$ cat src/verilog/oscs_defs.svh
// offsets, encodings and counts for the oscillator mode block
`ifndef OSCS_DEFS_SVH
`define OSCS_DEFS_SVH
`define OSCS_ADDR_CTRL     8'h00
`define OSCS_ADDR_TUNE     8'h04
`define OSCS_ADDR_SUP      8'h08
`define OSCS_ADDR_STAT     8'h0C
`define OSCS_CFG_LOW_PWR   4'h0
`define OSCS_CFG_STD_XTAL  4'h1
`define OSCS_CFG_FAST_XTAL 4'h2
`define OSCS_CFG_RC        4'h3
`define OSCS_CFG_EXT_OUT   4'h4
`define OSCS_CFG_EXT_IO    4'h5
`define OSCS_CFG_XTAL_X4   4'h6
`define OSCS_CFG_RC_IO     4'h7
`define OSCS_CFG_INT_IO    4'h8
`define OSCS_CFG_INT_OUT   4'h9
`define OSCS_IFS_8M        3'h7
`define OSCS_IFS_4M        3'h6
`define OSCS_IFS_SLOW      3'h0
`define OSCS_IFS_RST       3'h6
`define OSCS_CTRL_IFS_LSB  4
`define OSCS_TUNE_MULT_BIT 6
`define OSCS_TUNE_LFS_BIT  7
`define OSCS_START_CYCLES  11'h400
`endif

$ cat src/verilog/oscs_pkg.sv
// types of the oscillator mode block
package oscs_pkg;
    typedef enum logic [3:0] {
        ST_CAPTURE = 4'h1,
        ST_START   = 4'h2,
        ST_RUN     = 4'h4,
        ST_SLEEP   = 4'h8
    } oscs_state_type;

    typedef enum logic [3:0] {
        SRC_PRIMARY = 4'h1,
        SRC_FAST    = 4'h2,
        SRC_POST    = 4'h4,
        SRC_SLOW    = 4'h8
    } oscs_src_type;

    typedef struct packed {
        logic [3:0]     cfg;
        logic [2:0]     ifs;
        logic           lfsrc;
        logic           mult_sw;
        logic [4:0]     tune;
        logic [3:0]     sup_en;
        oscs_state_type st;
        logic [10:0]    cnt;
        logic [1:0]     div;
    } oscs_regs_type;

    typedef struct packed {
        logic         fast_en;
        logic         slow_en;
        logic         mult_en;
        logic         mult_xtal;
        oscs_src_type src;
        logic [2:0]   post_sel;
        logic         clk_ready;
    } oscs_clk_ctl_type;
endpackage : oscs_pkg

$ cat src/verilog/oscs_top.sv
// oscillator mode decode, pin control and clock source select
`timescale 1ns/10ps
`include "oscs_defs.svh"

// Summary of operation
// - external clock modes skip start-up wait
// - ext clock out mode drives clock/4
// - ext clock io mode frees pin as port bit 6
// - rc out mode drives clock/4
// - rc io mode frees pin as port bit 6
// - high-speed x4 mode multiplies crystal by four
// - software multiplier bit ignored in x4 mode
// - crystal multiplier only with code 0110
// - internal multiplier under software control only
// - fast source direct or through postscaler
// - fast source on for 125k to 8M
// - slow rc on when selected or supervised
// - frequency select picks source path
// - high-speed mode accepts external clock input
// - internal multiplier only internal modes, 110/111
// - multiplier bit reads zero when unavailable
module oscs_top (
    input  wire logic                      pclk,
    input  wire logic                      presetn,
    input  wire logic                      psel,
    input  wire logic                      penable,
    input  wire logic                      pwrite,
    input  wire logic [7:0]                paddr,
    input  wire logic [31:0]               pwdata,
    output logic [31:0]                    prdata,
    output logic                           pready,
    output logic                           pslverr,
    input  wire logic [3:0]                osc_config_field,
    input  wire logic                      sleep_req,
    input  wire logic                      osc_out_in,
    output logic                           osc_out_o,
    output logic                           osc_out_oe,
    input  wire logic                      porta_bit6_io_out,
    input  wire logic                      porta_bit6_io_oe,
    output logic                           porta_bit6_io_in,
    output oscs_pkg::oscs_clk_ctl_type     clk_ctl
);

    oscs_pkg::oscs_regs_type r_q;
    oscs_pkg::oscs_regs_type r_d;

    logic is_ext;
    logic is_xtal;
    logic is_int;
    logic is_x4;
    logic io6;
    logic div4out;
    logic mult_avail;
    logic in_xtal;
    logic wr_acc;
    logic rd_acc;
    logic mapped;

    // mode decode from captured field, in_xtal from the live field; an external clock driven into the
    // first pin in high-speed mode uses the same primary path
    always_comb
    begin
        is_ext     = (r_q.cfg == `OSCS_CFG_EXT_OUT) || (r_q.cfg == `OSCS_CFG_EXT_IO);
        is_x4      = (r_q.cfg == `OSCS_CFG_XTAL_X4);
        is_xtal    = (r_q.cfg == `OSCS_CFG_LOW_PWR) || (r_q.cfg == `OSCS_CFG_STD_XTAL)
                     || (r_q.cfg == `OSCS_CFG_FAST_XTAL) || is_x4;
        is_int     = (r_q.cfg == `OSCS_CFG_INT_OUT) || (r_q.cfg == `OSCS_CFG_INT_IO);
        io6        = (r_q.cfg == `OSCS_CFG_EXT_IO) || (r_q.cfg == `OSCS_CFG_RC_IO)
                     || (r_q.cfg == `OSCS_CFG_INT_IO);
        div4out    = !io6 && !is_xtal;
        mult_avail = is_int && ((r_q.ifs == `OSCS_IFS_8M) || (r_q.ifs == `OSCS_IFS_4M));
        in_xtal    = (osc_config_field == `OSCS_CFG_LOW_PWR)
                     || (osc_config_field == `OSCS_CFG_STD_XTAL)
                     || (osc_config_field == `OSCS_CFG_FAST_XTAL)
                     || (osc_config_field == `OSCS_CFG_XTAL_X4);
    end

    // apb access decode
    always_comb
    begin
        wr_acc = psel && penable && pwrite;
        rd_acc = psel && !pwrite;
        if (paddr == `OSCS_ADDR_CTRL)
            mapped = 1'b1;
        else if (paddr == `OSCS_ADDR_TUNE)
            mapped = 1'b1;
        else if (paddr == `OSCS_ADDR_SUP)
            mapped = 1'b1;
        else if (paddr == `OSCS_ADDR_STAT)
            mapped = 1'b1;
        else
            mapped = 1'b0;
    end

    assign pready  = 1'b1;
    assign pslverr = psel && penable && !mapped;

    // read mux
    always_comb
    begin
        prdata = 32'h0000_0000;
        if (rd_acc && paddr == `OSCS_ADDR_CTRL)
            prdata[6:4] = r_q.ifs;
        else if (rd_acc && paddr == `OSCS_ADDR_TUNE)
        begin
            prdata[7] = r_q.lfsrc;
            prdata[6] = r_q.mult_sw && mult_avail;
            prdata[4:0] = r_q.tune;
        end
        else if (rd_acc && paddr == `OSCS_ADDR_SUP)
            prdata[3:0] = r_q.sup_en;
        else if (rd_acc && paddr == `OSCS_ADDR_STAT)
        begin
            prdata[3:0] = r_q.cfg;
            prdata[7:4] = r_q.st;
            prdata[8]   = clk_ctl.mult_en;
            prdata[9]   = clk_ctl.fast_en;
            prdata[10]  = clk_ctl.slow_en;
        end
    end

    // next state
    always_comb
    begin
        r_d     = r_q;
        r_d.div = r_q.div + 2'h1;
        if (wr_acc && paddr == `OSCS_ADDR_CTRL)
            r_d.ifs = pwdata[`OSCS_CTRL_IFS_LSB +: 3];
        else if (wr_acc && paddr == `OSCS_ADDR_TUNE)
        begin
            r_d.lfsrc = pwdata[`OSCS_TUNE_LFS_BIT];
            r_d.tune  = pwdata[4:0];
            if (mult_avail)
                r_d.mult_sw = pwdata[`OSCS_TUNE_MULT_BIT];
        end
        else if (wr_acc && paddr == `OSCS_ADDR_SUP)
            r_d.sup_en = pwdata[3:0];
        case (r_q.st)
            oscs_pkg::ST_CAPTURE:
            begin
                r_d.cfg = osc_config_field;
                if (in_xtal)
                begin
                    r_d.st  = oscs_pkg::ST_START;
                    r_d.cnt = `OSCS_START_CYCLES;
                end
                else
                    r_d.st = oscs_pkg::ST_RUN;
            end
            oscs_pkg::ST_START:
            begin
                r_d.cnt = r_q.cnt - 11'h001;
                if (r_q.cnt == 11'h001)
                    r_d.st = oscs_pkg::ST_RUN;
            end
            oscs_pkg::ST_RUN:
            begin
                if (sleep_req)
                    r_d.st = oscs_pkg::ST_SLEEP;
            end
            oscs_pkg::ST_SLEEP:
            begin
                if (!sleep_req && is_xtal)
                begin
                    r_d.st  = oscs_pkg::ST_START;
                    r_d.cnt = `OSCS_START_CYCLES;
                end
                else if (!sleep_req)
                    r_d.st = oscs_pkg::ST_RUN;
            end
            default:
                r_d.st = oscs_pkg::ST_CAPTURE;
        endcase
    end

    always_ff @(posedge pclk or negedge presetn)
    begin
        if (!presetn)
        begin
            r_q.cfg     <= `OSCS_CFG_LOW_PWR;
            r_q.ifs     <= `OSCS_IFS_RST;
            r_q.lfsrc   <= 1'b0;
            r_q.mult_sw <= 1'b0;
            r_q.tune    <= 5'h00;
            r_q.sup_en  <= 4'h0;
            r_q.st      <= oscs_pkg::ST_CAPTURE;
            r_q.cnt     <= 11'h000;
            r_q.div     <= 2'h0;
        end
        else
            r_q <= r_d;
    end

    // second oscillator pin: clock/4, port bit 6, or released
    always_comb
    begin
        porta_bit6_io_in = 1'b0;
        if (io6)
        begin
            osc_out_o        = porta_bit6_io_out;
            osc_out_oe       = porta_bit6_io_oe;
            porta_bit6_io_in = osc_out_in;
        end
        else if (div4out)
        begin
            osc_out_o  = r_q.div[1];
            osc_out_oe = 1'b1;
        end
        else
        begin
            osc_out_o  = 1'b0;
            osc_out_oe = 1'b0;
        end
    end

    // clock source control
    always_comb
    begin
        clk_ctl.mult_xtal = is_x4;
        clk_ctl.mult_en   = is_x4 || (mult_avail && r_q.mult_sw);
        clk_ctl.post_sel  = r_q.ifs;
        clk_ctl.clk_ready = (r_q.st == oscs_pkg::ST_RUN);
        if (!is_int)
            clk_ctl.src = oscs_pkg::SRC_PRIMARY;
        else if (r_q.ifs == `OSCS_IFS_8M)
            clk_ctl.src = oscs_pkg::SRC_FAST;
        else if (r_q.ifs == `OSCS_IFS_SLOW && !r_q.lfsrc)
            clk_ctl.src = oscs_pkg::SRC_SLOW;
        else
            clk_ctl.src = oscs_pkg::SRC_POST;
        clk_ctl.fast_en = is_int && ((r_q.ifs != `OSCS_IFS_SLOW) || r_q.lfsrc);
        clk_ctl.slow_en = (clk_ctl.src == oscs_pkg::SRC_SLOW) || (r_q.sup_en != 4'h0);
    end

    a_ext_no_wait: assert property (
        @(posedge pclk) disable iff (!presetn)
        (r_q.st == oscs_pkg::ST_CAPTURE && (osc_config_field == `OSCS_CFG_EXT_OUT
         || osc_config_field == `OSCS_CFG_EXT_IO)) |=> clk_ctl.clk_ready)
        else $error("external clock mode waited for start-up");

    a_ext_sleep_exit: assert property (
        @(posedge pclk) disable iff (!presetn)
        (r_q.st == oscs_pkg::ST_SLEEP && !sleep_req && is_ext) |=> clk_ctl.clk_ready)
        else $error("external clock mode waited after sleep");

    a_div4_wave: assert property (
        @(posedge pclk) disable iff (!presetn)
        (div4out && $rose(osc_out_o)) |-> ##1 osc_out_o ##1 !osc_out_o ##1 !osc_out_o)
        else $error("second pin is not clock divided by four");

    a_rc_pin_drive: assert property (
        @(posedge pclk) disable iff (!presetn)
        (r_q.cfg == `OSCS_CFG_RC) |-> osc_out_oe && osc_out_o == r_q.div[1])
        else $error("rc mode does not drive clock/4");

    a_io_pass: assert property (
        @(posedge pclk) disable iff (!presetn)
        io6 |-> osc_out_oe == porta_bit6_io_oe && osc_out_o == porta_bit6_io_out)
        else $error("port bit 6 not routed to pin");

    a_rc_io_mode_input: assert property (
        @(posedge pclk) disable iff (!presetn)
        (r_q.cfg == `OSCS_CFG_RC_IO) |-> porta_bit6_io_in == osc_out_in)
        else $error("pin input not returned to port bit 6");

    a_x4_crystal: assert property (
        @(posedge pclk) disable iff (!presetn)
        clk_ctl.mult_xtal |-> r_q.cfg == `OSCS_CFG_XTAL_X4 && clk_ctl.mult_en)
        else $error("crystal multiplier outside x4 mode");

    a_sw_ignored: assert property (
        @(posedge pclk) disable iff (!presetn)
        (wr_acc && paddr == `OSCS_ADDR_TUNE && !mult_avail) |=> $stable(r_q.mult_sw))
        else $error("multiplier bit written while unavailable");

    a_int_mult: assert property (
        @(posedge pclk) disable iff (!presetn)
        (clk_ctl.mult_en && !is_x4) |-> is_int && r_q.ifs[2:1] == 2'h3 && r_q.mult_sw)
        else $error("internal multiplier enabled illegally");

    a_read_zero: assert property (
        @(posedge pclk) disable iff (!presetn)
        (rd_acc && paddr == `OSCS_ADDR_TUNE && !mult_avail) |-> !prdata[6])
        else $error("multiplier bit reads one while unavailable");

    a_slow_auto: assert property (
        @(posedge pclk) disable iff (!presetn)
        (r_q.sup_en != 4'h0) |-> clk_ctl.slow_en)
        else $error("slow rc off with supervisor enabled");

    a_cfg_hold: assert property (
        @(posedge pclk) disable iff (!presetn)
        (r_q.st != oscs_pkg::ST_CAPTURE) |=> $stable(r_q.cfg))
        else $error("configuration changed after capture");

    a_fast_on: assert property (
        @(posedge pclk) disable iff (!presetn)
        (is_int && r_q.ifs != `OSCS_IFS_SLOW) |-> clk_ctl.fast_en)
        else $error("fast source off while selected");

    a_fast_direct: assert property (
        @(posedge pclk) disable iff (!presetn)
        (is_int && r_q.ifs == `OSCS_IFS_8M) |-> clk_ctl.src == oscs_pkg::SRC_FAST)
        else $error("full-rate select not on direct path");

endmodule : oscs_top
$ cat config.mk
export PLATFORM = sky130hd
export DESIGN_NAME = oscs_top
export DESIGN_NICKNAME = d
export VERILOG_FILES = /design/src/verilog/oscs_pkg.sv /design/src/verilog/oscs_top.sv
export VERILOG_INCLUDE_DIRS = /design/src /design/src/verilog
export SDC_FILE = /design/constraint.sdc
export NUM_CORES = 1
export LEC_CHECK = 0
export ABC_AREA = 1
export BUFFER_PORTS_ARGS = -buffer_cell sky130_fd_sc_hd__buf_2
export CORE_UTILIZATION = 49
export CTS_BUF_LIST = sky130_fd_sc_hd__clkbuf_4 sky130_fd_sc_hd__clkbuf_8
export CTS_CLUSTER_DIAMETER = 50
export DETAILED_ROUTE_END_ITERATION = 8
export PLACE_DENSITY = 0.87
export SETUP_SLACK_MARGIN = 0.2
export SYNTH_ARGS = -nofsm -noshare
export SYNTH_HDL_FRONTEND = slang
export SYNTH_SLANG_ARGS = --single-unit
$ cat constraint.sdc
create_clock -name pclk -period 1.6 [get_ports pclk]
set_input_delay 0.32 -clock pclk [delete_from_list [all_inputs] [get_ports pclk]]
set_output_delay 0.32 -clock pclk [all_outputs]
set_load 0.03 [all_outputs]
After elaboration in Yosys (flattened, before gate mapping):

Index checks and enable logic that the tools add are counted.

* output and inout port bits: 49
* logic and storage cells: 118
* flip-flop bits (word level): 35

* muxes and demuxes: 31
* add/subtract/negate cells: 2
* eq/ne operators: 26
* reduce and logical (&&, ||, !) cells: 48
* bitwise gates (word level): 2

Operators with widths (number)
* 4-bit two-way mux: 10
* 11-bit two-way mux: 3
* 11-bit one-hot mux with 3 select lines: 1
* 4-bit by 3-bit equality test with 1-bit output (second input constant): 5
* 1-bit logical AND: 17
* 4-bit equality test (second input constant): 4
* 8-bit by 4-bit equality test with 1-bit output (second input constant): 2
* 4-bit one-hot mux with 4 select lines: 1
* 1-bit logical OR: 13
* 4-bit by 1-bit equality test with 1-bit output (second input constant): 3
* 4-bit by 2-bit equality test with 1-bit output (second input constant): 3
* 3-bit AND reduction: 4
* 11-bit by 1-bit equality test with 1-bit output (second input constant): 1
* 11-bit by 1-bit subtractor with 11-bit output (second input constant): 1
* 1-bit two-way mux: 10
* 3-bit two-way mux: 3
* 8-bit by 3-bit equality test with 1-bit output (second input constant): 1
* 4-bit logical NOT: 2
* 8-bit logical NOT: 1
* 2-bit inequality test (second input constant): 4
* 7-bit two-way mux: 1
* 3-bit equality test (second input constant): 2
* 1-bit logical NOT: 6
* 3-bit nonzero test: 2
* 8 further kinds: 9

Depth between registers and ports, before layout:

* depth after elaboration: 11
* depth in mapped cells: 9

Worst setup path after synthesis:

No wires, ideal clock.

* kind: register to output
* start point: reg r_q[33] (netlist bit)
* end point: out clk_ctl[6] (netlist bit)
* arrival: 1.942 ns
* setup slack: -0.662 ns
* required time: 1.280 ns
* cell stages (with the launch flop): 6
* cells stage by stage: dfrtp_1 -> nor2_2 -> nand2_1 -> nor2_1 -> inv_1 -> a31oi_1

RTL lines
* start: declaration: line oscs_top.sv:44 `oscs_pkg::oscs_regs_type r_q;`
* start signal: assignment: line oscs_top.sv:191 `r_q <= r_d;`
* end: declaration: line oscs_top.sv:41 `output oscs_pkg::oscs_clk_ctl_type clk_ctl`

Worst setup path in the final report:

* start point: reg r_q (netlist bit clk_ctl[3])
* end point: out prdata[6]

* cells in the longest elaborated chain, start to end: 6

Ends and longest elaborated chain
* 3-bit equality test (no source line)
* 1-bit logical OR: line oscs_top.sv:71 `` mult_avail = is_int && ((r_q.ifs == `OSCS_IFS_8M) || (r_q.ifs == `OSCS_IFS_4M)); ``
* 1-bit logical AND: line oscs_top.sv:71
* 1-bit logical AND: line oscs_top.sv:107 `prdata[6] = r_q.mult_sw && mult_avail;`
* 2-bit two-way mux: line oscs_top.sv:104 `` else if (rd_acc && paddr == `OSCS_ADDR_TUNE) ``
* 3-bit two-way mux *: line oscs_top.sv:102 `` if (rd_acc && paddr == `OSCS_ADDR_CTRL) ``
* end: declaration: line oscs_top.sv:30 `output logic [31:0] prdata,`

Mark *: on every way between the ends. The rest lies on a longest branch, timed or not.

==> results by stage <==
Setup path:
- In this run the register-to-register setup slack is 0 ns.
- In this run the worst path has a maximum fanout of 2.
- At the worst endpoint, the arrival time is 1.85 ns.
- The startpoint identified for the worst register-to-register timing path is r_q[14].
- The startpoint kind of the worst setup timing path is a flip-flop.
- The setup path with the least slack is of type reg2out.
- The worst register-to-register path has a depth of 8.
- The end of the worst register-to-register path is r_q[12].
- The worst setup path is captured at an output pin.
- For the worst setup path, the data required time is 1.28 ns.

Final layout:
- The final standard cell count with taps included and fillers excluded is 528.
- The number of diodes added for antenna fixing is 0.
- For this run, the post-layout net count is about 500.
- The ratio of cells with drive above 1 in the final layout is 0.525.
- The filler cell count is 230.
- Measured on the finished design, the core utilization comes to 0.846.
- Compared with the post-synthesis result, the final layout area differs by 65.3%.

Pwr:
- The total internal power is between 0.002 and 0.003 W.
- In this run the static leakage power is between 2 and 2.5 nW.
- The fraction of power consumed by sequential logic is 0.247.
- For this design the ratio of total power to cell area is around 1400 mW/mm^2.
- The share of total power dissipated in combinational logic is 0.624.
- The total design power is between 0.005 and 0.006 W.
- For this design the total switching power over the nets is approximately 0.0028 W.
- The switching part of the total power is 0.499.
- The peak ir drop on the vdd network is slightly above 1 mV.
- The portion of total power attributed to the clock network is 0.129.

Synthesis:
- The part of the Yosys area used for sequential elements is 0.361.
- The instance count of the mapped netlist is between 300 and 400.
- The total of flip-flops plus latches after synthesis is 35.
- Counting distinct cell types in the post-synthesis netlist gives 34.
- The synthesized cell area is roughly 0.0024 mm^2.
- The average instance area after synthesis is about 7 um^2.
- The Yosys warning count is 0.
- Ranked by total cell area, the synthesized netlist is headed by dfrtp_1 (33%), nand2_1 (13%), inv_1 (8.5%).
- The share of synthesized area in the top cell type comes to 0.329.
- The post-synthesis cell type with the largest combined area is dfrtp_1.

Clock tree:
- The clock insertion delay at the later pin of the skew report is approximately 0.31 ns.
- The number of hold-repair buffers added at the cts stage is 0.
- TritonCTS built the clock tree.
- The clock sink count is 35.
- The root buffer cell is clkbuf_8.
- The number of clock buffers inserted by TritonCTS is 5.
- The number of buffers on the longest clock path is 2.
- The total number of H-tree levels is 2.
- The register clock-pin slew on the reported worst setup and hold paths is 0.09 ns.

GRT:
- The fraction of met3 tracks used by global routing is 0.0681.
- The total global routing overflow is 0.
- For this run, global-route usage on met2 was measured as 0.565.
- The via count of the first global-routing pass was roughly 2,700.
- After global routing, the most crowded layer is met2.
- In the global route stage, met1 resource usage came out at 0.338.
- The global-route wire length before repair is 12,500 um.
- Entering global routing, the biggest net connects 36 pins.
- Across every metal layer, demand over resource in global routing totals 0.314.
- The initial antenna violation count is 0.

Job:
- Across the run, the number of max-cap violations was 0.

Route:
- Before antenna repair, the detailed router went through 5 iterations.
- The remaining design rule violation count is 0.
- Summing over every cut layer, the via total after detailed routing is between 3,000 and 4,000.
- The routed wire length is approximately 11,000 um.
- The remaining antenna violation count after routing is 0.
- Dividing the detail-routed via count by the number of cells gives roughly 6.
- Dividing the detail-routed wire length by the instance count gives 21.5 um.
- In this run, the number of DRC markers left after iteration 0 of detailed routing was around 450.

Timing:
- The part of the cycle the worst path needs is 1.36.
- The number of hold-slack violations in the final timing report is 0.
- The number of max-slew violations in the final report is 0.
- Derived from the worst setup path, the maximum achievable clock frequency is between 0.4 and 0.5 GHz.
- The smallest clock period supported by the final layout is computed as 2.17 ns.
- Setup violations remaining at the end of the flow were counted as 23.
- The tightest hold margin is between 0.03 and 0.04 ns.
- The final worst clock skew is between 0.02 and 0.025 ns.
- Setup repair after global routing could not meet its margin everywhere.
- Setup slack on the critical path of the routed design comes to -0.573 ns.

Die:
- The area of the placeable core is ~0.0048 mm^2.
- The full die area is 0.00525 mm^2.
- The floorplan step set the die width to between 70 and 80 um.
- The floorplan has 25 rows.
- The die outline height is around 72 um.
- about 100 I/O pins were placed.
- The initial utilization of the core area, before any placement, comes to 0.512.

Placement:
- The number of cells after detailed placement is about 500.
- OpenSTA, run right after detailed placement, puts the worst setup slack at -0.221 ns.
- The detailed-placement wirelength estimate is approximately 4900 um.
- The placer's final routability congestion estimate is 0.834.
- Buffers placed on the I/O ports in this run total 55.

Run status:
- The flow ran to the end, but the final reports show violations.
- The checks that failed: negative setup slack.

Min path:
- The worst hold path belongs to the class in2async.
[cells in the final DEF, fill, tap and decap left out, types with 3 or more instances in the layout]
| cell type | instances |
|---|---|
| nand2_1 | 58 |
| buf_6 | 49 |
| buf_4 | 40 |
| inv_1 | 33 |
| dfrtp_1 | 30 |
| nand3_1 | 25 |
| conb_1 | 22 |
| buf_2 | 22 |
| nand2_2 | 20 |
| nor2_4 | 18 |
| inv_2 | 17 |
| nor2_1 | 16 |
| nand3_2 | 10 |
| nand2_4 | 9 |
| nand3_4 | 8 |
| nand4_1 | 8 |
| o21ai_0 | 8 |
| a21oi_1 | 8 |
| nor2_2 | 7 |
| inv_4 | 6 |
| clkbuf_8 | 6 |
| a21oi_4 | 3 |
| o21ai_1 | 3 |
| o21ai_2 | 3 |
| dfstp_2 | 3 |
[worst max-delay path, cell delays in order, from the launching register on]
cell and delay, ns:
dfstp_2 0.57, nand2_2 0.06, nand3b_1 0.19, nor2_2 0.19, nand3_1 0.12, nand3_1 0.10
nand2_1 0.11, inv_2 0.07, buf_6 0.12
[worst max-delay path by stage]
stage	startpoint	end	slack (ns)	cells after the start
5_1_grt	clk_ctl[3]	prdata[10]	-0.65	8
2_1_floorplan	clk_ctl[2]	clk_ctl[6]	-0.15	6
4_1_cts	clk_ctl[2]	prdata[6]	-0.40	8
6_report	clk_ctl[3]	prdata[6]	-0.57	8
3_3_place_gp	paddr[5]	prdata[1]	-0.18	9
3_5_place_dp	paddr[5]	prdata[1]	-0.22	9
[area by class of cell]
type	count	area, um^2	share of cell area
multi-input cells	248	1730	0.429
clock inverters	1	5.00	0.00124
clock buffers	7	90.1	0.0224
well taps	67	83.8	0.0208
flip-flops and latches	35	882	0.219
repair buffers	114	1010	0.251
inverters	56	225	0.0560
[synth_stat cells]
cell / count
nor2_8: 1
inv_2: 1
o21bai_1: 1
o22ai_1: 2
nor2_2: 2
dfstp_2: 3
o21ai_1: 1
nand2_4: 1
xor2_1: 2
nor4_2: 1
nand3_1: 38
nand2_1: 84
a21oi_1: 11
inv_1: 55
nor2_1: 36
nand2_2: 3
or2_2: 2
o21ai_0: 13
conb_1: 2
dfrtp_1: 32
nand3_2: 4
buf_2: 1
buf_4: 27
buf_6: 1
nor3_1: 1
nor4_1: 1
nand4_1: 8
nor2_4: 3
ha_1: 2
a31oi_1: 3
nor3_2: 1
o21bai_2: 1
mux2_2: 1
nand3b_1: 2
[state kept, by name (all words and copies together), names as in the netlist]
name and cells:
r_q 32, clk_ctl 3
[through the flow]
stage | area, um^2 | setup TNS [ns]
6_report | 4020 | -7.54
5_1_grt | 4020 | -8.61
4_1_cts | 3670 | -4.10
3_5_place_dp | 3190 | -1.80
3_3_place_gp | 3190 | -1.39
2_1_floorplan | 2760 | -0.382
[per-layer routing]
metal,vias up,part of all wire
met5,-,0.0028
met4,2,0.093
met3,129,0.14
met2,331,0.44
met1,1452,0.32
li1,1281,-
[power groups by stage]
stage	combinational, W	clock [W]	sequential (W)
2_1_floorplan	0.00169	0	0.00127
3_3_place_gp	0.00212	0	0.00129
3_5_place_dp	0.00220	0	0.00130
4_1_cts	0.00271	0.000703	0.00130
5_1_grt	0.00369	0.000774	0.00139
6_report	0.00349	0.000721	0.00138
[logic make-up after synthesis]
kind of cell | after synthesis | synth area share
buffers and inverters | 85 | 0.176
other | 2 | 0.00309
AND/OR/NAND/NOR | 188 | 0.365
adder cells (fa/ha/maj) | 2 | 0.0103
XOR/XNOR | 2 | 0.00720
multiplexers | 1 | 0.00463
flip-flops | 35 | 0.361
AO/OA/AOI/OAI | 32 | 0.0720
[what timing repair did]
action	in CTS	in global routing
buffers inserted	10	13
gates cloned	1	0
setup endpoints to repair	38	42
resized for setup	93	76
endpoints found under the hold margin	0	0
pin swaps	18	25
Power figures use the tool's default switching activity.
